## src/fir_defines.vh

```
// constants shared by the filter control files
`ifndef FIR_DEFINES_VH
`define FIR_DEFINES_VH

// ---------------------------------------------------------------
// sizes
// ---------------------------------------------------------------
`define DATA_W 8
`define COEF_W 8
`define PROD_W 16
`define ACC_W 18
`define TAPS 4
`define TAP_W 2
`define NUM_SETS 2
`define SET_W 1
`define NUM_CH 2
`define CH_W 1
`define CNT_W 4
`define WM_W 8

// ---------------------------------------------------------------
// register offsets
// ---------------------------------------------------------------
`define REG_CTRL 8'h00
`define REG_CONFIG 8'h04
`define REG_STATUS 8'h08

// ---------------------------------------------------------------
// field positions
// ---------------------------------------------------------------
`define CTRL_RUN 0
`define CTRL_SRST 1
`define CTRL_STREAM 2
`define CTRL_IN_ADAPT 3
`define CTRL_OUT_ADAPT 4
`define CTRL_ARCH_LO 5
`define CTRL_ARCH_HI 6
`define CFG_UNITS_LO 0
`define CFG_UNITS_HI 1
`define CFG_CYC_LO 8
`define CFG_CYC_HI 11
`define CFG_WM_LO 16
`define CFG_WM_HI 23

// ---------------------------------------------------------------
// reset values, structure codes, timing counts
// ---------------------------------------------------------------
`define CTRL_RST 32'h00000000
`define CFG_RST 32'h00040401
`define ARCH_PAR 2'h0
`define ARCH_SER 2'h1
`define ARCH_MBS 2'h2
`define ARCH_MCV 2'h3
`define CPR_PAR 4'h1
`define CPR_SERIAL 4'h8

`endif

```

## src/level_sync.v

```verilog
// two flip-flop synchroniser for a group of slow levels
`timescale 1ns/1ps
`default_nettype none

module level_sync #(
  parameter W = 1
) (
  // clock, reset, enable
  input wire clk,
  input wire rst_n,
  input wire en,
  // levels
  input wire [W-1:0] d,
  output wire [W-1:0] q
);

  reg [W-1:0] meta_q;
  reg [W-1:0] sync_q;

  always @(posedge clk or negedge rst_n) begin
    if (!rst_n) begin
      meta_q <= {W{1'b0}};
      sync_q <= {W{1'b0}};
    end else if (en) begin
      meta_q <= d;
      sync_q <= meta_q;
    end
  end

  assign q = sync_q;

endmodule // level_sync

`default_nettype wire

```

## src/sample_history.v

```verilog
// per-channel delay line of past input samples, never reset
`timescale 1ns/1ps
`default_nettype none
`include "fir_defines.vh"

module sample_history (
  // clock and enable
  input wire clk,
  input wire en,
  // write side
  input wire shift,
  input wire [`CH_W-1:0] wr_ch,
  input wire [`DATA_W-1:0] din,
  // read side
  input wire [`CH_W-1:0] rd_ch,
  output reg [`TAPS*`DATA_W-1:0] taps
);

  reg [`DATA_W-1:0] mem [0:`NUM_CH*`TAPS-1];
  integer i;
  integer j;

  // past samples hold through reset; flushing is done with zeros
  always @(posedge clk) begin
    if (en && shift) begin
      mem[wr_ch*`TAPS] <= din;
      for (i = 1; i < `TAPS; i = i + 1) begin
        mem[wr_ch*`TAPS+i] <= mem[wr_ch*`TAPS+i-1];
      end
    end
  end

  always @* begin
    taps = {`TAPS*`DATA_W{1'b0}};
    for (j = 0; j < `TAPS; j = j + 1) begin
      taps[j*`DATA_W +: `DATA_W] = mem[rd_ch*`TAPS+j];
    end
  end

endmodule // sample_history

`default_nettype wire

```

## src/fir_filter_stream_interface.v

```verilog
// control, stream interface and register slave of the fir filter
//
// Decided for this implementation: register access over APB and the placing of the registers.
`timescale 1ns/1ps
`default_nettype none
`include "fir_defines.vh"

module fir_filter_stream_interface (
  // clock, reset, clock gate
  input wire pclk,
  input wire presetn,
  input wire clk_en,
  // register bus
  input wire psel,
  input wire penable,
  input wire pwrite,
  input wire [7:0] paddr,
  input wire [31:0] pwdata,
  output wire [31:0] prdata,
  output wire pready,
  output wire pslverr,
  // plain sample interface
  input wire [`DATA_W-1:0] sample_in,
  input wire [`SET_W-1:0] coef_set_select,
  output wire input_accept_ready,
  output wire done,
  output wire [`ACC_W-1:0] fir_result,
  output wire [`CH_W-1:0] input_channel_index,
  output wire [`CH_W-1:0] result_channel_index,
  // coefficient reload, on its own clock
  input wire coef_load_clk,
  input wire coef_we,
  input wire [`SET_W-1:0] coef_write_set,
  input wire [`COEF_W-1:0] coef_value,
  output wire coefficient_load_strobe,
  // stream input, filter pulls from an upstream source, or takes pushed words when CTRL_IN_ADAPT is set
  input wire sink_dav,
  input wire sink_val,
  input wire sink_sop,
  input wire sink_eop,
  input wire [`SET_W+`DATA_W-1:0] sink_dat,
  output wire sink_ena,
  // stream output, filter pushes into a downstream sink
  input wire source_dav,
  output wire source_ena,
  output wire source_sop,
  output wire source_eop,
  output wire [`ACC_W-1:0] source_dat
);

  // ---------------------------------------------------------------
  // declarations
  // ---------------------------------------------------------------
  localparam CS_W = 2 + `SET_W + `COEF_W;
  localparam [31:0] CTRL_RST_V = `CTRL_RST;
  localparam [31:0] CFG_RST_V = `CFG_RST;

  reg run_q, srst_q, stream_q, in_adapt_q, out_adapt_q;
  reg [1:0] arch_q;
  reg [1:0] units_q;
  reg [3:0] cyc_q;
  reg [`WM_W-1:0] wm_q;
  reg [31:0] prdata_q;
  reg pready_q, pslverr_q;

  reg [`CNT_W-1:0] cnt_q, cnt_d, cpr;
  reg pend_q, ready_q, done_q;
  reg [`ACC_W-1:0] result_q;
  reg [`CH_W-1:0] in_ch_q, res_ch_q, out_ch_q;
  reg [`SET_W-1:0] res_set_q;
  reg [`WM_W-1:0] wcnt_q;
  reg sink_ena_q, src_ena_q, src_sop_q, src_eop_q;
  reg in_pkt_q;

  reg [`COEF_W-1:0] coef_mem [0:`NUM_SETS*`TAPS-1];
  reg [`TAP_W-1:0] caddr_q;
  reg ck_prev_q, we_prev_q, cstrobe_q;

  wire [CS_W-1:0] cs_q;
  wire ck_s, we_s;
  wire [`SET_W-1:0] wset_s;
  wire [`COEF_W-1:0] cval_s;
  wire [`TAPS*`DATA_W-1:0] taps;
  wire active, take, src_ok, emit, pend_d, ready_d, stall;
  wire [`DATA_W-1:0] sample_w;
  wire [`SET_W-1:0] set_w;
  wire [`CH_W-1:0] take_ch;
  wire setup, access, mapped, clk_fall, we_rise;

  // ---------------------------------------------------------------
  // register bus slave
  // ---------------------------------------------------------------
  assign setup = psel && !penable;
  assign access = psel && penable && pready_q;
  assign mapped = (paddr == `REG_CTRL) || (paddr == `REG_CONFIG) ||
                  (paddr == `REG_STATUS);

  always @(posedge pclk or negedge presetn) begin
    if (!presetn) begin
      pready_q <= 1'b0;
      pslverr_q <= 1'b0;
      prdata_q <= 32'h00000000;
      run_q <= CTRL_RST_V[`CTRL_RUN];
      srst_q <= CTRL_RST_V[`CTRL_SRST];
      stream_q <= CTRL_RST_V[`CTRL_STREAM];
      in_adapt_q <= CTRL_RST_V[`CTRL_IN_ADAPT];
      out_adapt_q <= CTRL_RST_V[`CTRL_OUT_ADAPT];
      arch_q <= CTRL_RST_V[`CTRL_ARCH_HI:`CTRL_ARCH_LO];
      units_q <= CFG_RST_V[`CFG_UNITS_HI:`CFG_UNITS_LO];
      cyc_q <= CFG_RST_V[`CFG_CYC_HI:`CFG_CYC_LO];
      wm_q <= CFG_RST_V[`CFG_WM_HI:`CFG_WM_LO];
    end else if (clk_en) begin
      pready_q <= setup;
      if (setup) begin
        pslverr_q <= !mapped || (pwrite && paddr == `REG_STATUS);
        case (paddr)
          `REG_CTRL: prdata_q <= {25'h0000000, arch_q, out_adapt_q,
                                  in_adapt_q, stream_q, srst_q, run_q};
          `REG_CONFIG: prdata_q <= {8'h00, wm_q, 4'h0, cyc_q, 6'h00,
                                    units_q};
          `REG_STATUS: prdata_q <= {22'h000000, in_pkt_q, out_ch_q,
                                    in_ch_q, cnt_q, stall, pend_q,
                                    ready_q};
          default: prdata_q <= 32'h00000000;
        endcase
      end else if (access) begin
        pslverr_q <= 1'b0;
      end
      if (access && pwrite && paddr == `REG_CTRL) begin
        run_q <= pwdata[`CTRL_RUN];
        srst_q <= pwdata[`CTRL_SRST];
        stream_q <= pwdata[`CTRL_STREAM];
        in_adapt_q <= pwdata[`CTRL_IN_ADAPT];
        out_adapt_q <= pwdata[`CTRL_OUT_ADAPT];
        arch_q <= pwdata[`CTRL_ARCH_HI:`CTRL_ARCH_LO];
      end
      if (access && pwrite && paddr == `REG_CONFIG) begin
        units_q <= pwdata[`CFG_UNITS_HI:`CFG_UNITS_LO];
        cyc_q <= pwdata[`CFG_CYC_HI:`CFG_CYC_LO];
        wm_q <= pwdata[`CFG_WM_HI:`CFG_WM_LO];
      end
    end
  end

  assign prdata = prdata_q;
  assign pready = pready_q;
  assign pslverr = pslverr_q;

  // ---------------------------------------------------------------
  // cycles per result for the chosen structure
  // ---------------------------------------------------------------
  always @* begin
    case (arch_q)
      `ARCH_PAR: cpr = `CPR_PAR;
      `ARCH_SER: cpr = `CPR_SERIAL;
      `ARCH_MBS: cpr = `CPR_SERIAL >> units_q;
      `ARCH_MCV: cpr = (cyc_q == 4'h0) ? `CPR_PAR : cyc_q;
      default: cpr = `CPR_PAR;
    endcase
  end

  // ---------------------------------------------------------------
  // sample acceptance and result sequencing
  // ---------------------------------------------------------------
  assign active = run_q && !srst_q;
  // a pulled word counts when pull was high last edge and word is present
  assign take = active && (stream_q ?
                (in_adapt_q ? (sink_val && ready_q)
                            : (sink_ena_q && sink_val))
                : ready_q);
  assign sample_w = stream_q ? sink_dat[`DATA_W-1:0] : sample_in;
  assign set_w = stream_q ? sink_dat[`DATA_W +: `SET_W]
                          : coef_set_select;
  assign take_ch = (stream_q && sink_sop) ? {`CH_W{1'b0}} : in_ch_q;

  assign src_ok = out_adapt_q || source_dav;
  assign emit = pend_q && cnt_q == {`CNT_W{1'b0}} &&
                (!stream_q || src_ok);
  assign stall = pend_q && cnt_q == {`CNT_W{1'b0}} && !emit;
  assign pend_d = take || (pend_q && !emit);
  // a pulled word cannot be refused, so pull only into an empty slot
  assign ready_d = active && cnt_d == {`CNT_W{1'b0}} &&
                   !(stream_q && pend_d && !out_adapt_q);

  always @* begin
    if (take) begin
      cnt_d = cpr - `CPR_PAR;
    end else if (cnt_q != {`CNT_W{1'b0}}) begin
      cnt_d = cnt_q - `CPR_PAR;
    end else begin
      cnt_d = {`CNT_W{1'b0}};
    end
  end

  sample_history u_history (
    .clk(pclk),
    .en(clk_en),
    .shift(take),
    .wr_ch(take_ch),
    .din(sample_w),
    .rd_ch(res_ch_q),
    .taps(taps)
  );

  // ---------------------------------------------------------------
  // multiply-accumulate over the taps of one channel
  // ---------------------------------------------------------------
  reg signed [`ACC_W-1:0] acc;
  reg signed [`PROD_W-1:0] prod;
  integer k;

  always @* begin
    acc = {`ACC_W{1'b0}};
    prod = {`PROD_W{1'b0}};
    for (k = 0; k < `TAPS; k = k + 1) begin
      prod = $signed(coef_mem[{res_set_q, k[`TAP_W-1:0]}]) *
             $signed(taps[k*`DATA_W +: `DATA_W]);
      acc = acc + {{(`ACC_W-`PROD_W){prod[`PROD_W-1]}}, prod};
    end
  end

  // ---------------------------------------------------------------
  // control state; the soft reset clears all but result_q, res_ch_q and res_set_q, never the samples
  // ---------------------------------------------------------------
  always @(posedge pclk or negedge presetn) begin
    if (!presetn) begin
      cnt_q <= {`CNT_W{1'b0}};
      pend_q <= 1'b0;
      ready_q <= 1'b0;
      done_q <= 1'b0;
      result_q <= {`ACC_W{1'b0}};
      in_ch_q <= {`CH_W{1'b0}};
      res_ch_q <= {`CH_W{1'b0}};
      out_ch_q <= {`CH_W{1'b0}};
      res_set_q <= {`SET_W{1'b0}};
      wcnt_q <= {`WM_W{1'b0}};
      sink_ena_q <= 1'b0;
      src_ena_q <= 1'b0;
      src_sop_q <= 1'b0;
      src_eop_q <= 1'b0;
      in_pkt_q <= 1'b0;
    end else if (clk_en) begin
      if (srst_q) begin
        cnt_q <= {`CNT_W{1'b0}};
        pend_q <= 1'b0;
        ready_q <= 1'b0;
        done_q <= 1'b0;
        in_ch_q <= {`CH_W{1'b0}};
        out_ch_q <= {`CH_W{1'b0}};
        wcnt_q <= {`WM_W{1'b0}};
        sink_ena_q <= 1'b0;
        src_ena_q <= 1'b0;
        src_sop_q <= 1'b0;
        src_eop_q <= 1'b0;
        in_pkt_q <= 1'b0;
      end else begin
        cnt_q <= cnt_d;
        pend_q <= pend_d;
        ready_q <= ready_d;
        // pull only while the upstream source offers words
        sink_ena_q <= stream_q && !in_adapt_q && sink_dav &&
                      ready_d;
        if (take) begin
          res_ch_q <= take_ch;
          res_set_q <= set_w;
          if (take_ch == `NUM_CH - 1) begin
            in_ch_q <= {`CH_W{1'b0}};
          end else begin
            in_ch_q <= take_ch + 1'b1;
          end
          if (stream_q && sink_sop) begin
            in_pkt_q <= 1'b1;
          end
          if (stream_q && sink_eop) begin
            in_pkt_q <= 1'b0;
          end
        end
        done_q <= emit;
        // word, framing and strobe all leave on the same edge
        src_ena_q <= emit && stream_q;
        src_sop_q <= emit && stream_q &&
                     wcnt_q == {`WM_W{1'b0}};
        src_eop_q <= emit && stream_q &&
                     (wcnt_q + 1'b1 >= wm_q);
        if (emit) begin
          result_q <= acc;
          out_ch_q <= res_ch_q;
          if (stream_q) begin
            if (wcnt_q + 1'b1 >= wm_q) begin
              wcnt_q <= {`WM_W{1'b0}};
            end else begin
              wcnt_q <= wcnt_q + 1'b1;
            end
          end
        end
      end
    end
  end

  assign input_accept_ready = ready_q;
  assign done = done_q;
  assign fir_result = result_q;
  assign input_channel_index = in_ch_q;
  assign result_channel_index = out_ch_q;
  assign sink_ena = sink_ena_q;
  assign source_ena = src_ena_q;
  assign source_sop = src_sop_q;
  assign source_eop = src_eop_q;
  assign source_dat = result_q;

  // ---------------------------------------------------------------
  // coefficient reload from the coefficient clock domain
  // ---------------------------------------------------------------
  level_sync #(
    .W(CS_W)
  ) u_coef_sync (
    .clk(pclk),
    .rst_n(presetn),
    .en(clk_en),
    .d({coef_load_clk, coef_we, coef_write_set, coef_value}),
    .q(cs_q)
  );

  assign ck_s = cs_q[CS_W-1];
  assign we_s = cs_q[CS_W-2];
  assign wset_s = cs_q[`COEF_W +: `SET_W];
  assign cval_s = cs_q[`COEF_W-1:0];
  // values change on the rising reload edge, so take them on the falling
  assign clk_fall = ck_prev_q && !ck_s;
  assign we_rise = we_s && !we_prev_q;

  always @(posedge pclk or negedge presetn) begin
    if (!presetn) begin
      ck_prev_q <= 1'b0;
      we_prev_q <= 1'b0;
      caddr_q <= {`TAP_W{1'b0}};
      cstrobe_q <= 1'b0;
    end else if (clk_en) begin
      ck_prev_q <= ck_s;
      we_prev_q <= we_s;
      cstrobe_q <= we_s && clk_fall && arch_q == `ARCH_MCV;
      if (we_rise) begin
        caddr_q <= {`TAP_W{1'b0}};
      end else if (we_s && clk_fall) begin
        caddr_q <= caddr_q + 1'b1;
      end
    end
  end

  always @(posedge pclk) begin
    if (clk_en && we_s && !we_rise && clk_fall) begin
      coef_mem[{wset_s, caddr_q}] <= cval_s;
    end
  end

  assign coefficient_load_strobe = cstrobe_q;

endmodule // fir_filter_stream_interface

`default_nettype wire

```

## config.mk

```make
export PLATFORM = sky130hd
export DESIGN_NAME = fir_filter_stream_interface
export DESIGN_NICKNAME = d
export VERILOG_FILES = /design/src/level_sync.v /design/src/sample_history.v /design/src/fir_filter_stream_interface.v
export VERILOG_INCLUDE_DIRS = /design/src
export SDC_FILE = /design/constraint.sdc
export NUM_CORES = 1
export LEC_CHECK = 0
export ABC_AREA = 1
export BUFFER_PORTS_ARGS = -buffer_cell sky130_fd_sc_hd__buf_2
export CAP_MARGIN = 20
export CORE_MARGIN = 3
export CORE_UTILIZATION = 55
export DETAILED_ROUTE_END_ITERATION = 16
export PLACE_DENSITY = 0.84
export SLEW_MARGIN = 20
export SYNTH_ARGS = -nofsm -noshare
export SYNTH_HDL_FRONTEND = slang
export SYNTH_SLANG_ARGS = --single-unit
```

## constraint.sdc

```tcl
create_clock -name pclk -period 9.6 [get_ports pclk]
set_input_delay 1.44 -clock pclk [delete_from_list [all_inputs] [get_ports pclk]]
set_output_delay 1.44 -clock pclk [all_outputs]
set_load 0.01 [all_outputs]
```

Word-level counts from Yosys, hierarchy flattened

Memory sizes are Yosys's and may differ from the RTL's.
Cells that the tools add are included.
Widths: inputs -> output; s select.

Input port bits: 80
Output and inout port bits: 79
Memories: 2
ROM bits: 0
Bits in latches: 0
Word-level logic and storage cells: 179
RAM bits: 128
Bits in registers: 124

Multiply operators: 4
Reduce and logical (&&, ||, !) cells: 76
Equality and inequality tests: 5
Div/mod/pow operators: 0
$add $sub $neg: 17
Bitwise logic cells: 1
Mux-type cells: 39
Order comparisons: 1
Shift operators: 1

Memories:

| memory        | depth | width | rd ports | clocked after memory_dff | write ports | line                             | source |
|---|---|---|---|---|---|---|---|
| coef_mem      | 8     | 8     | 4        | 0                        | 1           | fir_filter_stream_interface.v:75 | `` reg [`COEF_W-1:0] coef_mem [0:`NUM_SETS*`TAPS-1]; `` |
| u_history.mem | 8     | 8     | 7        | 0                        | 4           | sample_history.v:19              | `` reg [`DATA_W-1:0] mem [0:`NUM_CH*`TAPS-1]; `` |

Operator list:

| kind                | number |
|---|---|
| $pmux 24 s3         | 1 |
| $mul 8x8->16        | 4 |
| $mux 8              | 5 |
| $logic_and 1x1->1   | 35 |
| $mux 1              | 26 |
| $add 17x16->18      | 1 |
| $add 18x18->18      | 1 |
| $add 16x16->17      | 1 |
| $logic_not 8->1     | 2 |
| $mux 4              | 4 |
| $pmux 4 s4          | 1 |
| $reduce_and 2->1    | 7 |
| $add 3x2->3 const B | 4 |
| $logic_not 4->1     | 3 |
| $reduce_and 3->1    | 4 |
| $logic_not 1->1     | 11 |
| $reduce_bool 2->1   | 5 |
| $sub 3x1->3 const B | 3 |
| $add 8x1->8 const B | 1 |
| $eq 8x3->1 const B  | 1 |
| $eq 8x4->1 const B  | 1 |
| $ge 8x8->1          | 1 |
| $sub 4x1->4 const B | 2 |
| $add 3x1->3 const B | 2 |
| other kinds (11)    | 18 |

Depth between registers and ports, before layout

Depth in word-level cells: 12
Mapped depth: 46

Hierarchy

A second synthesis with hierarchy kept.

Cell total of the unflattened synthesis: 2423
Area, all modules: 21953.6 µm²

Modules (own cells, without submodules):

| module                      | sequential area each (µm²) | cells an instance | area each (µm²) | instances |
|---|---|---|---|---|
| fir_filter_stream_interface | 4177.8                     | 2081              | 18385.1         | 1 |
| sample_history              | 1921.8                     | 249               | 2728.9          | 1 |
| level_sync                  | 550.5                      | 93                | 839.6           | 1 |

Worst setup path after synthesis

OpenSTA, ideal clock, no wires.

Path type: register -> register
From: reg res_ch_q
To: reg result_q[17], in the netlist fir_result[17]
Buffers on the path: 2
Slack: 1.075 ns
Data arrival time: 8.407 ns
Period minus slack after synthesis: 8.525 ns
Required time: 9.483 ns
Stages on the path, launching flop included: 36
Cells stage by stage: dfrtp_1 -> buf_2 -> buf_2 -> mux2i_1 -> nor2_1 -> fa_1 -> inv_1 -> fa_1 -> inv_1 -> fa_1 -> inv_1 -> fa_1 -> inv_1 -> ha_1 -> xnor2_1 -> inv_1 -> fa_1 -> fa_1 -> inv_1 -> fa_1 -> inv_1 -> ha_1 -> inv_1 -> fa_1 -> fa_1 -> inv_1 -> fa_1 -> ha_1 -> a21oi_1 -> inv_1 -> nor2_1 -> nand2_1 -> a21oi_1 -> nand3_1 -> nand3_1 -> nand2_1

Longest elaborated chain between the ends: 6
Elaborated cells on any way between the ends: 11
Classes of those cells: 6 x add/sub; 4 x mul; 1 x memory

RTL lines:

| element                  | line                              | source |
|---|---|---|
| start: declaration       | fir_filter_stream_interface.v:69  | `` reg [`CH_W-1:0] in_ch_q, res_ch_q, out_ch_q; `` |
| start signal: assignment | fir_filter_stream_interface.v:233 | `` res_ch_q <= {`CH_W{1'b0}}; `` |
| start signal: assignment | fir_filter_stream_interface.v:264 | `res_ch_q <= take_ch;` |
| $add 3x1->3              | sample_history.v:36               | `` taps[j*`DATA_W +: `DATA_W] = mem[rd_ch*`TAPS+j]; `` |
| $mem_v2 8x8 *            | --                                |  |
| $mul 8x8->16             | fir_filter_stream_interface.v:216 | `` prod = $signed(coef_mem[{res_set_q, k[`TAP_W-1:0]}]) * `` |
| $add 16x16->17           | fir_filter_stream_interface.v:218 | `` acc = acc + {{(`ACC_W-`PROD_W){prod[`PROD_W-1]}}, prod}; `` |
| $add 17x16->18           | fir_filter_stream_interface.v:218 |  |
| $add 18x18->18 *         | fir_filter_stream_interface.v:218 |  |
| end signal: assignment   | fir_filter_stream_interface.v:231 | `` result_q <= {`ACC_W{1'b0}}; `` |
| end: declaration         | fir_filter_stream_interface.v:68  | `` reg [`ACC_W-1:0] result_q; `` |

Every way passes the cells marked *; elsewhere a longest branch is shown, timed or not.
A chain may end at the register's enable or synchronous reset.

Worst setup path in the final report

From: reg res_set_q
To: reg result_q[11], in the netlist fir_result[11]

Longest elaborated chain between the ends: 5
Elaborated cells on any way between the ends: 8
Classes of those cells: 3 x add/sub; 4 x mul; 1 x memory

RTL lines:

| element                  | line                              | source |
|---|---|---|
| start: declaration       | fir_filter_stream_interface.v:70  | `` reg [`SET_W-1:0] res_set_q; `` |
| start signal: assignment | fir_filter_stream_interface.v:235 | `` res_set_q <= {`SET_W{1'b0}}; `` |
| start signal: assignment | fir_filter_stream_interface.v:265 | `res_set_q <= set_w;` |
| $mem_v2 8x8 *            | --                                |  |
| $mul 8x8->16             | fir_filter_stream_interface.v:216 |  |
| $add 16x16->17           | fir_filter_stream_interface.v:218 |  |
| $add 17x16->18           | fir_filter_stream_interface.v:218 |  |
| $add 18x18->18 *         | fir_filter_stream_interface.v:218 |  |

Marks and branches as above.

==> results by group <==
Critical path
  – Worst r2r path cells: 35
  – Critical path peak fanout: 8
  – Worst setup EP type: flop
  – Arr. time, crit path: 9.59 ns
  – Slowest CP cell: fa_1
  – Crit path launch type: flop
  – Worst path max stage delay: ~0.56 ns
  – CP required: 10.01 ns
  – Crit Path Class: reg -> reg

Power
  – P_int: 1.95 mW
  – Comb power frac: 26.0%
  – Pwr Total: 2.92 mW
  – Power Density: approximately 120 nW/um^2
  – Sw Ratio: 33.2%
  – LEAKAGE: 12.1 nW
  – Psw: 969 uW
  – Clock power share: 31.5%
  – Maximum vdd drop: 0.000170 V
  – Sequential share of power: between 40 and 50%

Clocking
  – Clock sink count: 240
  – H-tree depth: 1
  – Root Buffer: clkbuf_16
  – TritonCTS clock tree: done
  – Cts bufs inserted: 24
  – # hold bufs at CTS: 0
  – CTS Buffer Depth: 3
  – Clock latency on the worst-skew pair: roughly 0.55 ns
  – Worst-path clk slew: approximately 0.060 ns

Synthesis
  – YS warnings: 0
  – Seq/Total Area, Yosys: 30.3%
  – Syn avg cell area: 9.25 sq um
  – Commonest cells post-synth: inv_1, nand2_1, fa_1
  – #FFs+latches synth: between 200 and 250
  – Post-synth EDFFs: 128
  – Adder-cell share of the synthesized area: between 30% and 40%
  – Post-synthesis simple-gate area fraction: between 15 and 20%
  – Post-Syn Area: between 20000 and 25000 sq um
  – Synth Flop Type: edfxtp_1
  – Area leader, netlist: fa_1
  – XOR/XNOR Fraction of Synth Area: under 10%
  – Largest cells by area after synthesis: fa_1, edfxtp_1, dfrtp_1, inv_1, nand2_1
  – Synth Area in Compound Gates: between 6 and 7%
  – Yosys top cell area share: between 20 and 30%
  – Gate Count Post-Synth: 2373
  – Largest family of logic cells by synthesized area: adder cells
  – Top-count cell post-synth: inv_1
  – Unique masters post-synth: 51
  – Post-synthesis mux area share: 0.342%
  – Async SR Flop Fraction: 46.7%

Floorplan
  – Starting Density: 56.3%
  – Die Wd: slightly above 200 um
  – DIE AREA: roughly 42000 sq um
  – Core ar.: 39000 sq um
  – Top-Level Pins: 159
  – FP Rows: between 70 and 80
  – Die H: 206 um

Min path
  – Hold Path Depth: 2
  – Hold WC Path Type: reg -> reg

Route
  – Via density: 5.33
  – Routed vias: 16161
  – DR pass1 iterations: 5
  – Antenna Nets Post-Route: 0
  – DRT Wirelength: about 53 mm
  – Post-DR wirelength/cell: 17.4 um
  – Post-route DRC: 0
  – Drt first-iter violations: around 1400

GRT
  – Pin count of the biggest net entering global routing: 66
  – Global route overflow: 0
  – First-pass GRT wire length: 85.7 mm
  – Initial antenna violation count: 1
  – Vias in the first global route: 16859
  – Global Route Usage Sum: between 20% and 30%

Job
  – Max-cap violations: 0

STA
  – Final Slew Violations: 0
  – Fin worst setup slack: between 0.4 and 0.5 ns
  – Achievable frequency: 0.109 GHz
  – Slew HR: ~23%
  – Tmin final: ~9.2 ns
  – Finish-stage setup viols: 0
  – Unrepaired setup endpoints after global routing: no
  – Setup TNS: 0 ns
  – Final Hold Viols: 0
  – Final worst-path cycle share: 95.6%
  – Worst Skew: between 0.015 and 0.02 ns
  – Worst-Margin Slew: 1.12 ns

Layout
  – Post-layout nets: 3006
  – Design Area, Final: 23800 sq um
  – Area Growth Syn to Fin: 8.58%
  – Layout cells sized above 1: between 10% and 20%
  – Final Util: roughly 61%

Place
  – Port Buf Inserts: roughly 130
  – Placed Area: 23000 sq um
  – DP Worst Slack: ~0.33 ns
  – Dpl hpwl: around 42 mm
  – RD Place Congestion: 1.02

Run status
  – Status: finished clean
metal layers:
metal / global-route usage [%] / vias up / wire length (um)
met5: 0 / - / 0
met2: 43.6 / 764 / 25700
met1: 32.8 / 7866 / 20100
li1: - / 7397 / -
met3: 4.57 / 134 / 4270
met4: 11.7 / 0 / 2760
worst max-delay path: cells and delay by family (launching register included):
| family | cells | cell delay, ns |
|---|---|---|
| adder cells (fa/ha/maj) | 13 | 6.06 |
| AND/OR/NAND/NOR | 6 | 0.88 |
| buffers and inverters | 11 | 0.68 |
| flip-flops | 1 | 0.49 |
| XOR/XNOR | 2 | 0.47 |
| AO/OA/AOI/OAI | 3 | 0.46 |
metrics by stage:
step	std cells	hold slack, ns
final	3030	0.480
after CTS	3029	0.479
after global routing	3029	0.507
after global placement	2985	0.458
after detailed placement	2985	0.464
after floorplan	2384	0.442
cell usage in the layout (no fill, tap or decap), types with 7 or more instances in the layout:
| master | synthesis | layout |
|---|---|---|
| nand2_1 | 457 | 457 |
| clkbuf_16 | 0 | 24 |
| nand3_1 | 46 | 46 |
| ha_1 | 130 | 130 |
| o31ai_2 | 8 | 8 |
| a31oi_1 | 7 | 7 |
| inv_2 | 12 | 13 |
| nor3_2 | 2 | 8 |
| conb_1 | 1 | 12 |
| o31ai_1 | 8 | 8 |
| inv_1 | 552 | 551 |
| or2_2 | 41 | 41 |
| o22ai_1 | 10 | 10 |
| buf_2 | 15 | 132 |
| o21ai_0 | 70 | 69 |
| dfrtp_1 | 109 | 108 |
| a21oi_1 | 54 | 54 |
| edfxtp_1 | 128 | 128 |
| nor3_1 | 17 | 11 |
| xnor2_1 | 13 | 11 |
| fa_1 | 303 | 303 |
| xor2_1 | 13 | 13 |
| buf_4 | 32 | 21 |
| o21ai_1 | 25 | 24 |
| nor2_1 | 217 | 214 |
| o21ai_2 | 27 | 29 |
power groups by stage:
| stage | registers [mW] | logic (mW) | clock network [mW] |
|---|---|---|---|
| 2_1_floorplan | 1.26 | 0.517 | 0 |
| 3_3_place_gp | 1.25 | 0.709 | 0 |
| 3_5_place_dp | 1.26 | 0.733 | 0 |
| 4_1_cts | 1.24 | 0.740 | 0.930 |
| 5_1_grt | 1.25 | 0.847 | 0.968 |
| 6_report | 1.24 | 0.758 | 0.920 |
final timing paths:
check	from	to	slack (ns)
max	res_set_q	fir_result[11]	0.42
min	u_coef_sync.meta_q[7]	u_coef_sync.meta_q[7]	0.48
max reg2reg	res_set_q	fir_result[11]	0.42
min reg2reg	u_coef_sync.meta_q[7]	u_coef_sync.meta_q[7]	0.48
max in group asynchronous	presetn	res_set_q	7.30
min in group asynchronous	presetn	wcnt_q[3]	0.92
registers in the layout, summed over array words and instances, names as in the netlist, 2 cells and up:
name and count:
prdata 20, wm_q 8, fir_result 18, wcnt_q 8
cyc_q 4, u_coef_sync.meta_q 11, caddr_q 2, u_history.mem 64
coef_mem 64, arch_q 2, units_q 2, u_coef_sync.q 11
cnt_q 4
cells by family after synthesis:
logic type      after synthesis
buf+inv                     635
mux                           7
compound gates              225
other cells                   1
xor+xnor                     26
flops                       240
simple gates                806
fa+ha+maj                   433
cell type report:
class,count,area [sq um]
fillers,3049,15200
well taps,518,648
multi-input cells,1509,12800
repair buffers,153,818
diodes,1,2.50
inverters,565,2120
clock buffers,36,691
clock inverters,8,83.8
flip-flops and latches,240,6650
what timing repair did:
item / 4_1_cts / 5_1_grt
buffers inserted: 0 / 0
gates resized for setup: 0 / 6
endpoints found under the hold margin: 0 / 0
endpoints found under the setup margin: 0 / 7
Power figures use the tool's default switching activity.
